`src/design/wwdt_pkg.sv`:
```
// Purpose: Shared constants and types for the windowed watchdog timer.
// Assumes: APB with 32-bit data; one register per aligned word.
// Notes: Register indices are word indices; byte address is four times.
package wwdt_pkg;

    // Register word indices and data width.
    localparam logic [5:0] WWDT_CTRL_IDX = 6'h00;
    localparam logic [5:0] WWDT_STATUS_IDX = 6'h01;
    localparam int WWDT_ADDR_W = 8;
    localparam int WWDT_DATA_W = 32;

    // Field positions in the configuration and status words.
    localparam int WWDT_PERIOD_LSB = 0;
    localparam int WWDT_WINDOW_LSB = 4;
    localparam int WWDT_FIELD_W = 4;
    localparam int WWDT_LOCK_BIT = 7;
    localparam int WWDT_BUSY_BIT = 0;

    // Period codes: zero is off, one to eleven double from eight ticks.
    localparam logic [3:0] WWDT_CODE_OFF = 4'h0;
    localparam logic [3:0] WWDT_CODE_MAX = 4'hB;
    localparam int WWDT_CNT_W = 14;
    localparam logic [13:0] WWDT_BASE_TICKS = 14'h0008;

    // Oscillator ticks spent moving writes and clears into the counter.
    localparam logic [1:0] WWDT_SYNC_TICKS = 2'h2;

    // Reset values.
    localparam logic [3:0] WWDT_FIELD_RST = 4'h0;
    localparam logic [13:0] WWDT_CNT_RST = 14'h0000;
    localparam logic [1:0] WWDT_SCNT_RST = 2'h0;
    localparam logic [31:0] WWDT_WORD_RST = 32'h0000_0000;

    // Counter phases.
    typedef enum logic [1:0] {
        WWDT_OFF,
        WWDT_NORMAL,
        WWDT_CLOSED,
        WWDT_OPEN
    } wwdt_phase_t;

    // Boot fuse image: window and period codes.
    typedef struct packed {
        logic [3:0] window;
        logic [3:0] period;
    } wwdt_fuse_t;

    // Whole state of the block.
    typedef struct packed {
        logic osc1;
        logic osc2;
        logic osc3;
        logic oscLvl;
        logic booted;
        logic [3:0] period;
        logic [3:0] window;
        logic [3:0] effPeriod;
        logic [3:0] effWindow;
        logic lock;
        logic sync_pending_flag;
        logic [1:0] syncCnt;
        logic clrPend;
        logic [1:0] clrCnt;
        wwdt_phase_t phase;
        logic [13:0] cnt;
        logic resetReq;
        logic pready;
        logic pslverr;
        logic [31:0] prdata;
    } wwdt_state_t;

endpackage

```
`src/design/wwdt_top.sv`:
```
// Purpose: Windowed watchdog timer with APB registers and fuse boot load.
// Assumes: The watchdog oscillator is an asynchronous input, sampled here.
// Notes: One clock domain; rising oscillator edges become one-cycle ticks.
//
// Contract
// - Nonzero period code enables the watchdog.
// - Normal mode resets when no clear arrives.
// - Accepted clear restarts a fresh period.
// - Eleven period codes, eight ms to eight s.
// - Zero window field means normal mode.
// - Nonzero window field enables window mode.
// - Clear during closed period resets system.
// - Open period follows closed period directly.
// - Missing clear in open period resets.
// - Window checking starts after first clear.
// - Lock blocks config writes; a guarded status write in debug clears lock.
// - Fuse loads config; nonzero period sets lock.
// - Protected writes need the guard unlock.
// - Counter advances on watchdog oscillator ticks.
// - Keeps counting, outside debug halt, while the oscillator runs.
// - Debug halt stops and zeroes the counter.
// - After debug, one normal timeout runs first.
// - Config moves to counter side with busy.
// - Clear applies after two oscillator ticks.
// - Codes map to eight doubling to 8K ticks.
// - Busy sets on write, clears when done.
//
// The address map and the APB interface to the registers were decided locally.
`timescale 1ns/1ps
`default_nettype none

module wwdt_top
    import wwdt_pkg::*;
(
    input wire logic clk_sys,
    input wire logic nrst,
    input wire logic psel,
    input wire logic penable,
    input wire logic pwrite,
    input wire logic [WWDT_ADDR_W-1:0] paddr,
    input wire logic [WWDT_DATA_W-1:0] pwdata,
    output logic [WWDT_DATA_W-1:0] prdata,
    output logic pready,
    output logic pslverr,
    input wire logic watchdogOscClock,
    input wire logic watchdogClearInstr,
    input wire logic configChangeGuard,
    input wire logic debugHalt,
    input wire wwdt_fuse_t bootConfigFuse,
    output logic sysResetReq
);

    wwdt_state_t st_ff;
    wwdt_state_t nxt_st;

    logic oscTick;
    logic ctrlSel;
    logic statusSel;
    logic wrAccess;
    logic ctrlWrOk;
    logic lockWr;
    logic clrApply;
    logic syncDone;
    logic [13:0] periodTicks;
    logic [13:0] windowTicks;
    logic windowMode;

    // Ticks for a code; reserved codes are held at the longest period.
    function automatic logic [13:0] code_ticks(input logic [3:0] code);
        logic [3:0] c;
        c = (code > WWDT_CODE_MAX) ? WWDT_CODE_MAX : code;
        code_ticks = WWDT_BASE_TICKS << (c - 4'h1);
    endfunction

    // Bus decode from the live bus inputs, and the oscillator tick from held state.
    always_comb
    begin
        ctrlSel = (paddr[WWDT_ADDR_W-1:2] == WWDT_CTRL_IDX);
        statusSel = (paddr[WWDT_ADDR_W-1:2] == WWDT_STATUS_IDX);
        wrAccess = psel && penable && st_ff.pready && pwrite;
        // Only the agreeing second and third stages are trusted.
        oscTick = (st_ff.osc2 == st_ff.osc3) && st_ff.osc3 && !st_ff.oscLvl;
        // Guard and lock both gate the configuration word.
        ctrlWrOk = wrAccess && ctrlSel && configChangeGuard && !st_ff.lock;
        lockWr = wrAccess && statusSel && configChangeGuard;
        syncDone = st_ff.sync_pending_flag && oscTick
                   && (st_ff.syncCnt == WWDT_SYNC_TICKS - 2'h1);
        // A clear is applied on its second oscillator tick.
        clrApply = st_ff.clrPend && oscTick
                   && (st_ff.clrCnt == WWDT_SYNC_TICKS - 2'h1);
        periodTicks = code_ticks(st_ff.effPeriod);
        windowTicks = code_ticks(st_ff.effWindow);
        windowMode = (st_ff.effWindow != WWDT_CODE_OFF);
    end

    // Next state of the whole block.
    always_comb
    begin
        nxt_st = st_ff;
        nxt_st.resetReq = 1'b0;

        // Three-stage sampler for the free-running oscillator.
        nxt_st.osc1 = watchdogOscClock;
        nxt_st.osc2 = st_ff.osc1;
        nxt_st.osc3 = st_ff.osc2;
        if (st_ff.osc2 == st_ff.osc3)
        begin
            nxt_st.oscLvl = st_ff.osc3;
        end

        // APB answers in the first access cycle with registered data.
        nxt_st.pready = psel && !penable;
        nxt_st.pslverr = psel && !penable && !ctrlSel && !statusSel;
        nxt_st.prdata = WWDT_WORD_RST;
        if (psel && !penable && ctrlSel)
        begin
            nxt_st.prdata[WWDT_WINDOW_LSB +: WWDT_FIELD_W] = st_ff.window;
            nxt_st.prdata[WWDT_PERIOD_LSB +: WWDT_FIELD_W] = st_ff.period;
        end
        else if (psel && !penable && statusSel)
        begin
            nxt_st.prdata[WWDT_LOCK_BIT] = st_ff.lock;
            nxt_st.prdata[WWDT_BUSY_BIT] = st_ff.sync_pending_flag;
        end

        // The boot image is taken once, on the first edge after reset.
        if (!st_ff.booted)
        begin
            nxt_st.booted = 1'b1;
            nxt_st.period = bootConfigFuse.period;
            nxt_st.window = bootConfigFuse.window;
            nxt_st.effPeriod = bootConfigFuse.period;
            nxt_st.effWindow = bootConfigFuse.window;
            nxt_st.lock = (bootConfigFuse.period != WWDT_CODE_OFF);
            nxt_st.phase = (bootConfigFuse.period != WWDT_CODE_OFF)
                           ? WWDT_NORMAL : WWDT_OFF;
            nxt_st.cnt = WWDT_CNT_RST;
        end
        else
        begin
            // Lock may be set by software, and cleared only in debug.
            if (lockWr && pwdata[WWDT_LOCK_BIT])
            begin
                nxt_st.lock = 1'b1;
            end
            else if (lockWr && debugHalt)
            begin
                nxt_st.lock = 1'b0;
            end

            // Configuration transfer: a new write restarts it.
            if (st_ff.sync_pending_flag && oscTick)
            begin
                nxt_st.syncCnt = st_ff.syncCnt + 2'h1;
            end
            if (syncDone)
            begin
                nxt_st.sync_pending_flag = 1'b0;
                nxt_st.effPeriod = st_ff.period;
                nxt_st.effWindow = st_ff.window;
            end
            // A write in the finishing cycle wins over the clear.
            if (ctrlWrOk)
            begin
                nxt_st.period = pwdata[WWDT_PERIOD_LSB +: WWDT_FIELD_W];
                nxt_st.window = pwdata[WWDT_WINDOW_LSB +: WWDT_FIELD_W];
                nxt_st.sync_pending_flag = 1'b1;
                nxt_st.syncCnt = WWDT_SCNT_RST;
            end

            // Clear instruction crossing toward the counter.
            if (st_ff.clrPend && oscTick)
            begin
                nxt_st.clrCnt = st_ff.clrCnt + 2'h1;
            end
            if (clrApply)
            begin
                nxt_st.clrPend = 1'b0;
            end
            // A new pulse in the applying cycle is kept, not merged.
            if (watchdogClearInstr && (!st_ff.clrPend || clrApply))
            begin
                nxt_st.clrPend = 1'b1;
                nxt_st.clrCnt = WWDT_SCNT_RST;
            end

            // Counter phases; runs in any sleep state with ticks.
            if (debugHalt)
            begin
                // Halted: no timeout, start over after the halt.
                nxt_st.cnt = WWDT_CNT_RST;
                nxt_st.phase = (st_ff.effPeriod != WWDT_CODE_OFF)
                               ? WWDT_NORMAL : WWDT_OFF;
                nxt_st.clrPend = 1'b0;
            end
            else if (syncDone && st_ff.period == WWDT_CODE_OFF)
            begin
                nxt_st.phase = WWDT_OFF;
                nxt_st.cnt = WWDT_CNT_RST;
            end
            else if (syncDone && st_ff.phase == WWDT_OFF)
            begin
                // Newly enabled: window checking waits for a clear.
                nxt_st.phase = WWDT_NORMAL;
                nxt_st.cnt = WWDT_CNT_RST;
            end
            else if (syncDone && st_ff.window == WWDT_CODE_OFF
                     && st_ff.phase != WWDT_NORMAL)
            begin
                nxt_st.phase = WWDT_NORMAL;
                nxt_st.cnt = WWDT_CNT_RST;
            end
            else if (st_ff.phase != WWDT_OFF)
            begin
                if (clrApply && st_ff.phase == WWDT_CLOSED)
                begin
                    // Too early a clear is a violation.
                    nxt_st.resetReq = 1'b1;
                    nxt_st.phase = WWDT_NORMAL;
                    nxt_st.cnt = WWDT_CNT_RST;
                end
                else if (clrApply)
                begin
                    nxt_st.cnt = WWDT_CNT_RST;
                    nxt_st.phase = windowMode
                                   ? WWDT_CLOSED : WWDT_NORMAL;
                end
                else if (oscTick && st_ff.phase == WWDT_CLOSED)
                begin
                    nxt_st.cnt = st_ff.cnt + 14'h0001;
                    if (st_ff.cnt + 14'h0001 >= windowTicks)
                    begin
                        nxt_st.phase = WWDT_OPEN;
                        nxt_st.cnt = WWDT_CNT_RST;
                    end
                end
                else if (oscTick)
                begin
                    nxt_st.cnt = st_ff.cnt + 14'h0001;
                    if (st_ff.cnt + 14'h0001 >= periodTicks)
                    begin
                        // Late or missing clear.
                        nxt_st.resetReq = 1'b1;
                        nxt_st.phase = WWDT_NORMAL;
                        nxt_st.cnt = WWDT_CNT_RST;
                    end
                end
            end
        end
    end

    // State register; reset takes constants only, fuse loads later.
    always_ff @(posedge clk_sys or negedge nrst)
    begin
        if (!nrst)
        begin
            st_ff <= '{osc1: 1'b0, osc2: 1'b0, osc3: 1'b0, oscLvl: 1'b0,
                booted: 1'b0, period: WWDT_FIELD_RST,
                window: WWDT_FIELD_RST, effPeriod: WWDT_FIELD_RST,
                effWindow: WWDT_FIELD_RST, lock: 1'b0, sync_pending_flag: 1'b0,
                syncCnt: WWDT_SCNT_RST, clrPend: 1'b0,
                clrCnt: WWDT_SCNT_RST, phase: WWDT_OFF,
                cnt: WWDT_CNT_RST, resetReq: 1'b0, pready: 1'b0,
                pslverr: 1'b0, prdata: WWDT_WORD_RST};
        end
        else
        begin
            st_ff <= nxt_st;
        end
    end

    // Outputs come straight from the state register.
    assign prdata = st_ff.prdata;
    assign pready = st_ff.pready;
    assign pslverr = st_ff.pslverr;
    assign sysResetReq = st_ff.resetReq;

    // Checks on the block's own behaviour.
    a_reset_single_pulse: assert property (
        @(posedge clk_sys) disable iff (!nrst)
        st_ff.resetReq |=> !st_ff.resetReq)
        else $error("Reset request lasted more than one cycle.");

    a_off_no_reset: assert property (
        @(posedge clk_sys) disable iff (!nrst)
        (st_ff.booted && st_ff.phase == WWDT_OFF) |=> !st_ff.resetReq)
        else $error("Reset requested while the watchdog was off.");

    a_lock_sticky: assert property (
        @(posedge clk_sys) disable iff (!nrst)
        (st_ff.lock && !debugHalt) |=> st_ff.lock)
        else $error("Lock cleared outside debug halt.");

    a_locked_ctrl_hold: assert property (
        @(posedge clk_sys) disable iff (!nrst)
        (st_ff.booted && st_ff.lock)
        |=> $stable({st_ff.period, st_ff.window}))
        else $error("Configuration changed while locked.");

    a_guard_reject: assert property (
        @(posedge clk_sys) disable iff (!nrst)
        (st_ff.booted && !configChangeGuard)
        |=> $stable({st_ff.period, st_ff.window}))
        else $error("Configuration changed without the guard open.");

    a_busy_on_write: assert property (
        @(posedge clk_sys) disable iff (!nrst)
        ctrlWrOk |=> st_ff.sync_pending_flag ##0 (st_ff.syncCnt == WWDT_SCNT_RST))
        else $error("Busy flag not raised by a configuration write.");

    a_debug_zeroes: assert property (
        @(posedge clk_sys) disable iff (!nrst)
        (st_ff.booted && debugHalt)
        |=> (st_ff.cnt == WWDT_CNT_RST) && !st_ff.resetReq)
        else $error("Counter not held at zero during debug halt.");

    a_debug_normal: assert property (
        @(posedge clk_sys) disable iff (!nrst)
        (st_ff.booted && debugHalt && st_ff.effPeriod != WWDT_CODE_OFF)
        |=> st_ff.phase == WWDT_NORMAL)
        else $error("Debug halt left the window phases armed.");

    a_early_clear: assert property (
        @(posedge clk_sys) disable iff (!nrst)
        (clrApply && st_ff.phase == WWDT_CLOSED && !debugHalt
         && !syncDone) |=> st_ff.resetReq)
        else $error("Clear in closed period did not reset.");

    a_clear_restart: assert property (
        @(posedge clk_sys) disable iff (!nrst)
        (clrApply && st_ff.phase == WWDT_NORMAL && !debugHalt && !syncDone)
        |=> (st_ff.cnt == WWDT_CNT_RST) && !st_ff.resetReq)
        else $error("Clear did not restart the period.");

    a_window_arms: assert property (
        @(posedge clk_sys) disable iff (!nrst)
        (clrApply && st_ff.phase == WWDT_NORMAL && windowMode
         && !debugHalt && !syncDone)
        |=> st_ff.phase == WWDT_CLOSED)
        else $error("Clear did not start the closed period.");

    a_closed_to_open: assert property (
        @(posedge clk_sys) disable iff (!nrst)
        (oscTick && !clrApply && st_ff.phase == WWDT_CLOSED
         && st_ff.cnt + 14'h0001 >= windowTicks && !debugHalt && !syncDone)
        |=> st_ff.phase == WWDT_OPEN)
        else $error("Closed period did not hand over to the open period.");

    a_timeout_resets: assert property (
        @(posedge clk_sys) disable iff (!nrst)
        (oscTick && !clrApply && !debugHalt && !syncDone
         && (st_ff.phase == WWDT_NORMAL || st_ff.phase == WWDT_OPEN)
         && st_ff.cnt + 14'h0001 >= periodTicks)
        |=> st_ff.resetReq)
        else $error("Expired period did not request a reset.");

    a_busy_clears: assert property (
        @(posedge clk_sys) disable iff (!nrst)
        (syncDone && !ctrlWrOk) |=> !st_ff.sync_pending_flag)
        else $error("Busy flag stayed up after the transfer finished.");

    a_fuse_lock_load: assert property (
        @(posedge clk_sys) disable iff (!nrst)
        (!st_ff.booted && bootConfigFuse.period != WWDT_CODE_OFF)
        |=> st_ff.lock && st_ff.phase == WWDT_NORMAL)
        else $error("Nonzero boot period did not lock and enable.");

    a_clear_set_wins: assert property (
        @(posedge clk_sys) disable iff (!nrst)
        (st_ff.booted && watchdogClearInstr && !debugHalt
         && (!st_ff.clrPend || clrApply)) |=> st_ff.clrPend)
        else $error("Clear instruction was lost.");

    a_unmapped_error: assert property (
        @(posedge clk_sys) disable iff (!nrst)
        (psel && !penable && !ctrlSel && !statusSel)
        |=> st_ff.pslverr && st_ff.pready)
        else $error("Unmapped access did not answer with an error.");

    a_pready_single: assert property (
        @(posedge clk_sys) disable iff (!nrst)
        st_ff.pready |=> !st_ff.pready)
        else $error("Ready held for more than one cycle.");

endmodule // wwdt_top

`default_nettype wire

```
`config.mk`:
```
export PLATFORM = sky130hd
export DESIGN_NAME = wwdt_top
export DESIGN_NICKNAME = d
export VERILOG_FILES = /design/src/design/wwdt_pkg.sv /design/src/design/wwdt_top.sv
export SDC_FILE = /design/constraint.sdc
export NUM_CORES = 1
export LEC_CHECK = 0
export ABC_AREA = 1
export BUFFER_PORTS_ARGS = -buffer_cell sky130_fd_sc_hd__buf_2
export CORE_ASPECT_RATIO = 1.75
export CORE_UTILIZATION = 44
export DETAILED_ROUTE_END_ITERATION = 8
export PLACE_DENSITY_LB_ADDON = 0.25
export SLEW_MARGIN = 20
export SYNTH_ARGS = -nofsm -noshare
export SYNTH_HDL_FRONTEND = slang
export SYNTH_SLANG_ARGS = --single-unit
```
`constraint.sdc`:
```
create_clock -name clk_sys -period 3.35 [get_ports clk_sys]
set_input_delay 0.1675 -clock clk_sys [delete_from_list [all_inputs] [get_ports clk_sys]]
set_output_delay 0.1675 -clock clk_sys [all_outputs]
set_load 0.005 [all_outputs]
```
---- Yosys cells after proc, flatten, opt, wreduce, memory -nomap -nowiden ----
Index checks and enable logic that the tools add are counted.
operators by class
  add/subtract/negate cells ............... 5
  reductions and logical operators ........ 53
  $lt $le $gt $ge ......................... 4
  equal/unequal tests ..................... 13
  multiplexer cells ....................... 41
  shifts and indexed selects .............. 2
operators with widths
  operator                                                                 number
  16-bit 2-to-1 mux                                                        8
  17-bit 2-to-1 mux                                                        5
  14-bit greater-or-equal comparator                                       2
  1-bit logical AND                                                        28
  4-bit by 4-bit left shift with 14-bit output, first input constant       2
  1-bit 2-to-1 mux                                                         18
  9-bit by 2-bit inequality test with 1-bit output, second input constant  2
  8-bit 2-to-1 mux                                                         2
  14-bit by 1-bit adder with 14-bit output, second input constant          1
  4-bit nonzero test                                                       3
  2-bit AND reduction                                                      5
  9-bit by 8-bit inequality test with 1-bit output, second input constant  1
  4-bit > comparator, second input constant                                2
  4-bit zero test                                                          2
  4-bit 2-to-1 mux                                                         2
  2-bit nonzero test                                                       4
  4-bit by 1-bit subtractor with 4-bit output, second input constant       2
  6-bit by 1-bit == test with 1-bit output, second input constant          1
  1-bit zero test                                                          6
  6-bit zero test                                                          1
  2-bit 2-to-1 mux                                                         3
  3-bit 2-to-1 mux                                                         2
  6-bit 2-to-1 mux                                                         1
  2-bit by 1-bit inequality test with 1-bit output, second input constant  3
  other kinds (10)                                                         12
word-level totals
  register bits ........................... 55
  output and inout bits ................... 35
  input port bits ......................... 57

---- Logic depth before layout (Yosys ltp) ----
  depth after elaboration ................. 16
  depth in mapped cells ................... 24
  mapped depth without buffers ............ 24

---- Worst setup path before layout ----
Ideal clock, no wire load.
  path kind ............................... reg2reg
  from .................................... register st_ff[37] (netlist name)
  to ...................................... register st_ff[47] (netlist name)
  stages on the path, launching flop included .. 23
  buffers on the path ..................... 1
  setup slack ............................. 0.484 ns
  data required time ...................... 3.276 ns
  arrival time ............................ 2.792 ns
  path through ............................ dfrtp_1 -> inv_1 -> nor3_1 -> nand3_1 -> nor2_1 -> nand2_1 -> nor2_1 -> nand2_1 -> xor2_1 -> inv_1 -> ha_1 -> nand2_1 -> inv_1 -> nand2_1 -> inv_1 -> nand2_1 -> nand3_1 -> nand2_1 -> nand2_1 -> nor3_4 -> inv_2 -> buf_6 -> o21ai_2
on the way
  longest elaborated chain between the ends .. 13
  elaborated cells on any way between the ends .. 15
ends and longest elaborated chain
  item                                          line             source
  from (decl)                                   wwdt_top.sv:53   wwdt_state_t st_ff;
  from (signal assigned)                        wwdt_top.sv:257  st_ff <= '{osc1: 1'b0, osc2: 1'b0, osc3: 1'b0, oscLvl: 1'b0,
  from (signal assigned)                        wwdt_top.sv:268  st_ff <= nxt_st;
  14-bit by 1-bit adder with 14-bit output (*)  -
  14-bit greater-or-equal comparator            wwdt_top.sv:240  if (st_ff.cnt + 14'h0001 >= periodTicks)
  17-bit 2-to-1 mux                             wwdt_top.sv:240
  17-bit 2-to-1 mux                             wwdt_top.sv:237  else if (oscTick)
  16-bit 2-to-1 mux (*)                         wwdt_top.sv:228  else if (oscTick && st_ff.phase == WWDT_CLOSED)
  16-bit 2-to-1 mux (*)                         wwdt_top.sv:222  else if (clrApply)
  17-bit 2-to-1 mux (*)                         wwdt_top.sv:215  if (clrApply && st_ff.phase == WWDT_CLOSED)
  17-bit 2-to-1 mux (*)                         wwdt_top.sv:213  else if (st_ff.phase != WWDT_OFF)
  16-bit 2-to-1 mux (*)                         wwdt_top.sv:207  else if (syncDone && st_ff.window == WWDT_CODE_OFF
  16-bit 2-to-1 mux (*)                         wwdt_top.sv:201  else if (syncDone && st_ff.phase == WWDT_OFF)
  16-bit 2-to-1 mux (*)                         wwdt_top.sv:196  else if (syncDone && st_ff.period == WWDT_CODE_OFF)
  16-bit 2-to-1 mux (*)                         wwdt_top.sv:188  if (debugHalt)
  16-bit 2-to-1 mux (*)                         wwdt_top.sv:127  if (!st_ff.booted)
Mark *: on every way between the ends. The rest lies on a longest branch, timed or not. The select of a mux whose other input is x is not followed.
A chain may end at the register's enable or synchronous reset.

---- Worst setup path after layout ----
  from .................................... register st_ff[35] (netlist name)
  to ...................................... register st_ff[37] (netlist name)
Same word-level chain as after synthesis.

==> results by stage <==
Status:
- The flow ran to the end, but the final reports show violations.
- The checks that failed: hold timing.

Clock tree:
- Clock tree synthesis inserted a total of 5 buffers.
- The cell sitting at the root of the clock tree is a clkbuf_16.
- The number of sinks on the clock net is between 50 and 60.
- The number of H-tree branching levels is 2.
- Clock-pin slew was measured on the worst setup and hold paths at approximately 0.070 ns.
- The maximum clock path buffer count is 2.
- TritonCTS built the clock tree.
- The source-to-sink clock delay at the later pin of the worst-skew pair is approximately 0.30 ns.

Global route:
- The total congestion overflow is 0.
- The via count of the first global-routing pass came to approximately 2,900.
- Entering global routing, the biggest net connects 39 pins.
- For this run, global-route usage on met2 was measured as between 30% and 40%.
- The overall global routing resource usage is between 10% and 20%.
- The met3 track demand over resource is 2.83%.
- The met1 routing resource usage after global routing is 19.2%.
- The number of antenna violations at the first check in global routing is 0.
- The peak-usage layer in the global routing report is met2.
- The wire length of the first global-routing pass is 12,800 microns.

Drt:
- The remaining routing DRC violations is 0.
- The number of nets with antenna violations after detailed routing is 0.
- The number of detailed-routing iterations run before antenna repair is 4.
- The mean routed wirelength per cell is 13.0 microns.
- After detailed routing, the number of vias per cell comes to between 4 and 5.
- The DRC marker count from the first detailed-route iteration is around 140.
- Detailed routing inserted a total of a little over 3,000 vias.
- The sum of routed wire length over all layers is ~8100 microns.

Logic synthesis:
- The post-synthesis async set-or-reset flop share is 100%.
- Summing the sequential cell areas from Yosys gives 36.9% of the chip area.
- The most used flip-flop cell after synthesis is dfrtp_1.
- The post-synthesis cell area is 3720 sq um.
- The average instance in the mapped netlist occupies 7.74 sq um.
- Yosys printed 0 warnings.
- In this run, synthesis inferred 0 flip-flops with an integrated enable.
- The post-synthesis sequential element count is 55.
- Synthesis handed over a netlist of 481 instances.
- The number of distinct library cell variants in the gate-level netlist after synthesis is between 40 and 50.

STA:
- The slew at the pin closest to its max-slew limit is ~0.87 ns.
- On the final layout, the worst hold slack is -0.0138 ns.
- Once routing completed, OpenROAD measured the worst setup slack at 0.226 ns.
- The count of final max-slew check failures is 0.
- The number of hold violations in the final report came to 37.
- The worst clock skew is slightly below 0.008 ns.
- The highest achievable clock rate is ~320 MHz.
- The minimum clock period is about 3.1 ns.
- Setup violations remaining at the end of the flow were counted as 0.
- In this run the tightest slew margin relative to its limit is 42.0%.
- The final critical path takes up 93.3% of the cycle.

Placement:
- The detailed-placement wirelength estimate is 6330 microns.
- The setup slack at placement is approximately 0.063 ns.
- The number of port buffers is 41.
- The final weighted congestion of routability-driven global placement is approximately 0.93.

Worst setup path:
- Counting both buffers and inverters, the worst setup path holds a total of 7.
- At the worst endpoint, the required time is 3.57 ns.
- The kind of end point of the critical path is a flop.
- The arrival time reported for the critical path endpoint is roughly 3.3 ns.
- The longest individual stage delay on the worst path is between 0.3 and 0.4 ns.
- The critical path goes through inv_2, nor3_4, nand3_2, nor2_4, buf_4, nand4_1, xnor2_1, buf_4, ha_1, nand2_1, inv_1, nand2_1, inv_1, nand2_1, nand3_2, nand2_1, nand2_1, nor3_4, buf_6, inv_4, o22ai_2.
- The worst-path cell with the longest stage delay is dfrtp_1.
- The highest net fanout along the worst path is 5.
- The top cell family by delay on the critical path is simple AND/OR/NAND/NOR gates.
- The critical setup path kind is reg2reg.
- STA classifies the critical path startpoint as a flop.
- The cell occurring most often along the worst timing path is nand2_1.

Power and ir drop:
- The fraction of power consumed by sequential logic is approximately 45%.
- The clock network accounts for roughly 35% of the total power.
- The completed layout was analyzed and its total power is between 1500 and 2000 uW.
- The internal power of the cells totals 1210 uW.
- The fraction of power consumed by combinational cells is 19.5%.
- The peak supply drop is approximately 0.3 mV.
- The power density over the cells is 398 nW/um^2.
- The analysis attributes to cell leakage a power of 0.00230 uW.
- Net switching is just under 30% of the power.
- The net switching power of the design is just over 500 uW.

Layout:
- The most frequent standard cell in the layout excluding fill and tap cells is nand2_1.
- The growth of design area from synthesis to finish is 15.2%.
- Once layout is complete, the utilization of the core stands at around half.
- In the final layout, flip-flops and latches occupy ~1400 sq um.
- The fraction of final layout cells sized beyond drive strength 1 is 20.1%.
- The multi-input combinational cell area is 1950 sq um.
- The net count reported at finish is slightly above 600.
- The number of antenna diodes in the final layout is 0.
- Counting the fill cells in the layout gives 792.
- In the layout the commonest cells are 106 x nand2_1, 84 x inv_1, 55 x dfrtp_1.

Min path:
- The type of the worst min-delay path is in2async.

Die:
- The area of the core region is 8260 sq um.
- The total die area is 8850 sq um.
- In this run the horizontal extent of the chip is 71.6 microns.
- The chip height is ~120 microns.
- For this configuration, the core starts out at a cell density of around 45%.
- The top-level port count is between 90 and 100.
- The number of cell rows is 44.

Flow run:
- The number of maximum-capacitance violations is 0.
-- power by group through the flow --
stage	clock network [uW]	registers [uW]	logic, uW
detailed placement	0	781	325
floorplan	0	770	247
global route	636	777	389
finish	606	770	334
CTS	618	769	326
global placement	0	780	314
-- stage by stage --
step	TNS (ns)	cells	instance area, sq um
CTS	0	619	4120
global route	-0.137	625	4290
global placement	0	610	3940
floorplan	0	504	3810
finish	0	625	4290
detailed placement	0	610	3940
-- cells in the mapped netlist (2+ instances only) --
| cell type | n | share of area [%] |
|---|---|---|
| a21oi_1 | 10 | 1.3 |
| nand2_1 | 110 | 11 |
| o311ai_0 | 2 | 0.47 |
| nor2_1 | 50 | 5.0 |
| a31oi_1 | 4 | 0.67 |
| nand3_1 | 23 | 3.1 |
| o22ai_2 | 9 | 3.0 |
| xnor2_1 | 2 | 0.47 |
| o211ai_1 | 4 | 0.81 |
| buf_4 | 33 | 6.7 |
| nand4_1 | 4 | 0.67 |
| dfrtp_1 | 55 | 37 |
| nor3_1 | 5 | 0.67 |
| inv_1 | 86 | 8.7 |
| conb_1 | 2 | 0.20 |
| o221ai_1 | 8 | 1.9 |
| ha_1 | 27 | 9.1 |
| clkbuf_1 | 2 | 0.20 |
| o41ai_1 | 2 | 0.47 |
| xor2_1 | 8 | 1.9 |
| o21ai_0 | 13 | 1.7 |
-- kinds of logic after synthesis --
| family | Yosys count | synth area share, % |
|---|---|---|
| compound gates | 59 | 11.9 |
| fa+ha+maj | 27 | 9.07 |
| simple gates | 203 | 23.4 |
| flops | 55 | 36.9 |
| xor+xnor | 10 | 2.35 |
| other cells | 2 | 0.202 |
| buf+inv | 125 | 16.2 |
-- per-layer routing --
| layer | routed length (microns) | up-vias |
|---|---|---|
| met2 | 4630 | 81 |
| met4 | 262 | 0 |
| met3 | 218 | 17 |
| met5 | 0 | - |
| met1 | 3020 | 1442 |
| li1 | - | 1575 |
-- final timing paths --
| kind | endpoint | slack (ns) | depth (start not counted) | startpoint |
|---|---|---|---|---|
| setup / recovery | st_ff[37] | 0.23 | 21 | st_ff[35] |
| hold / removal | prdata[1] | -0.01 | 1 | nrst |
| setup reg to reg | st_ff[37] | 0.23 | 21 | st_ff[35] |
| hold reg to reg | nxt_st[76] | 0.36 | 0 | nxt_st[77] |
| max in group asynchronous | prdata[2] | 2.61 | 2 | nrst |
| min in group clk_sys | pslverr | 0.06 | 2 | penable |
-- cell type report --
type | count | area share [%]
multi-input cells | 324 | 45.4
flip-flops and latches | 55 | 32.1
repair buffers | 57 | 7.82
inverters | 88 | 7.82
clock buffers | 5 | 2.92
well taps | 92 | 2.68
clock inverters | 3 | 1.11
repair inverters | 1 | 0.146
-- state kept, by name, indices dropped and copies added (netlist names) --
register     count
prdata           8
pready           1
st_ff           42
nxt_st           2
pslverr          1
sysResetReq      1
-- timing repair --
action	4_1_cts	5_1_grt
buffers inserted	0	5
resized for setup	0	31
hold buffers	1	0
hold endpoints to repair	1	0
endpoints found under the setup margin	0	17
Power figures use the tool's default switching activity.
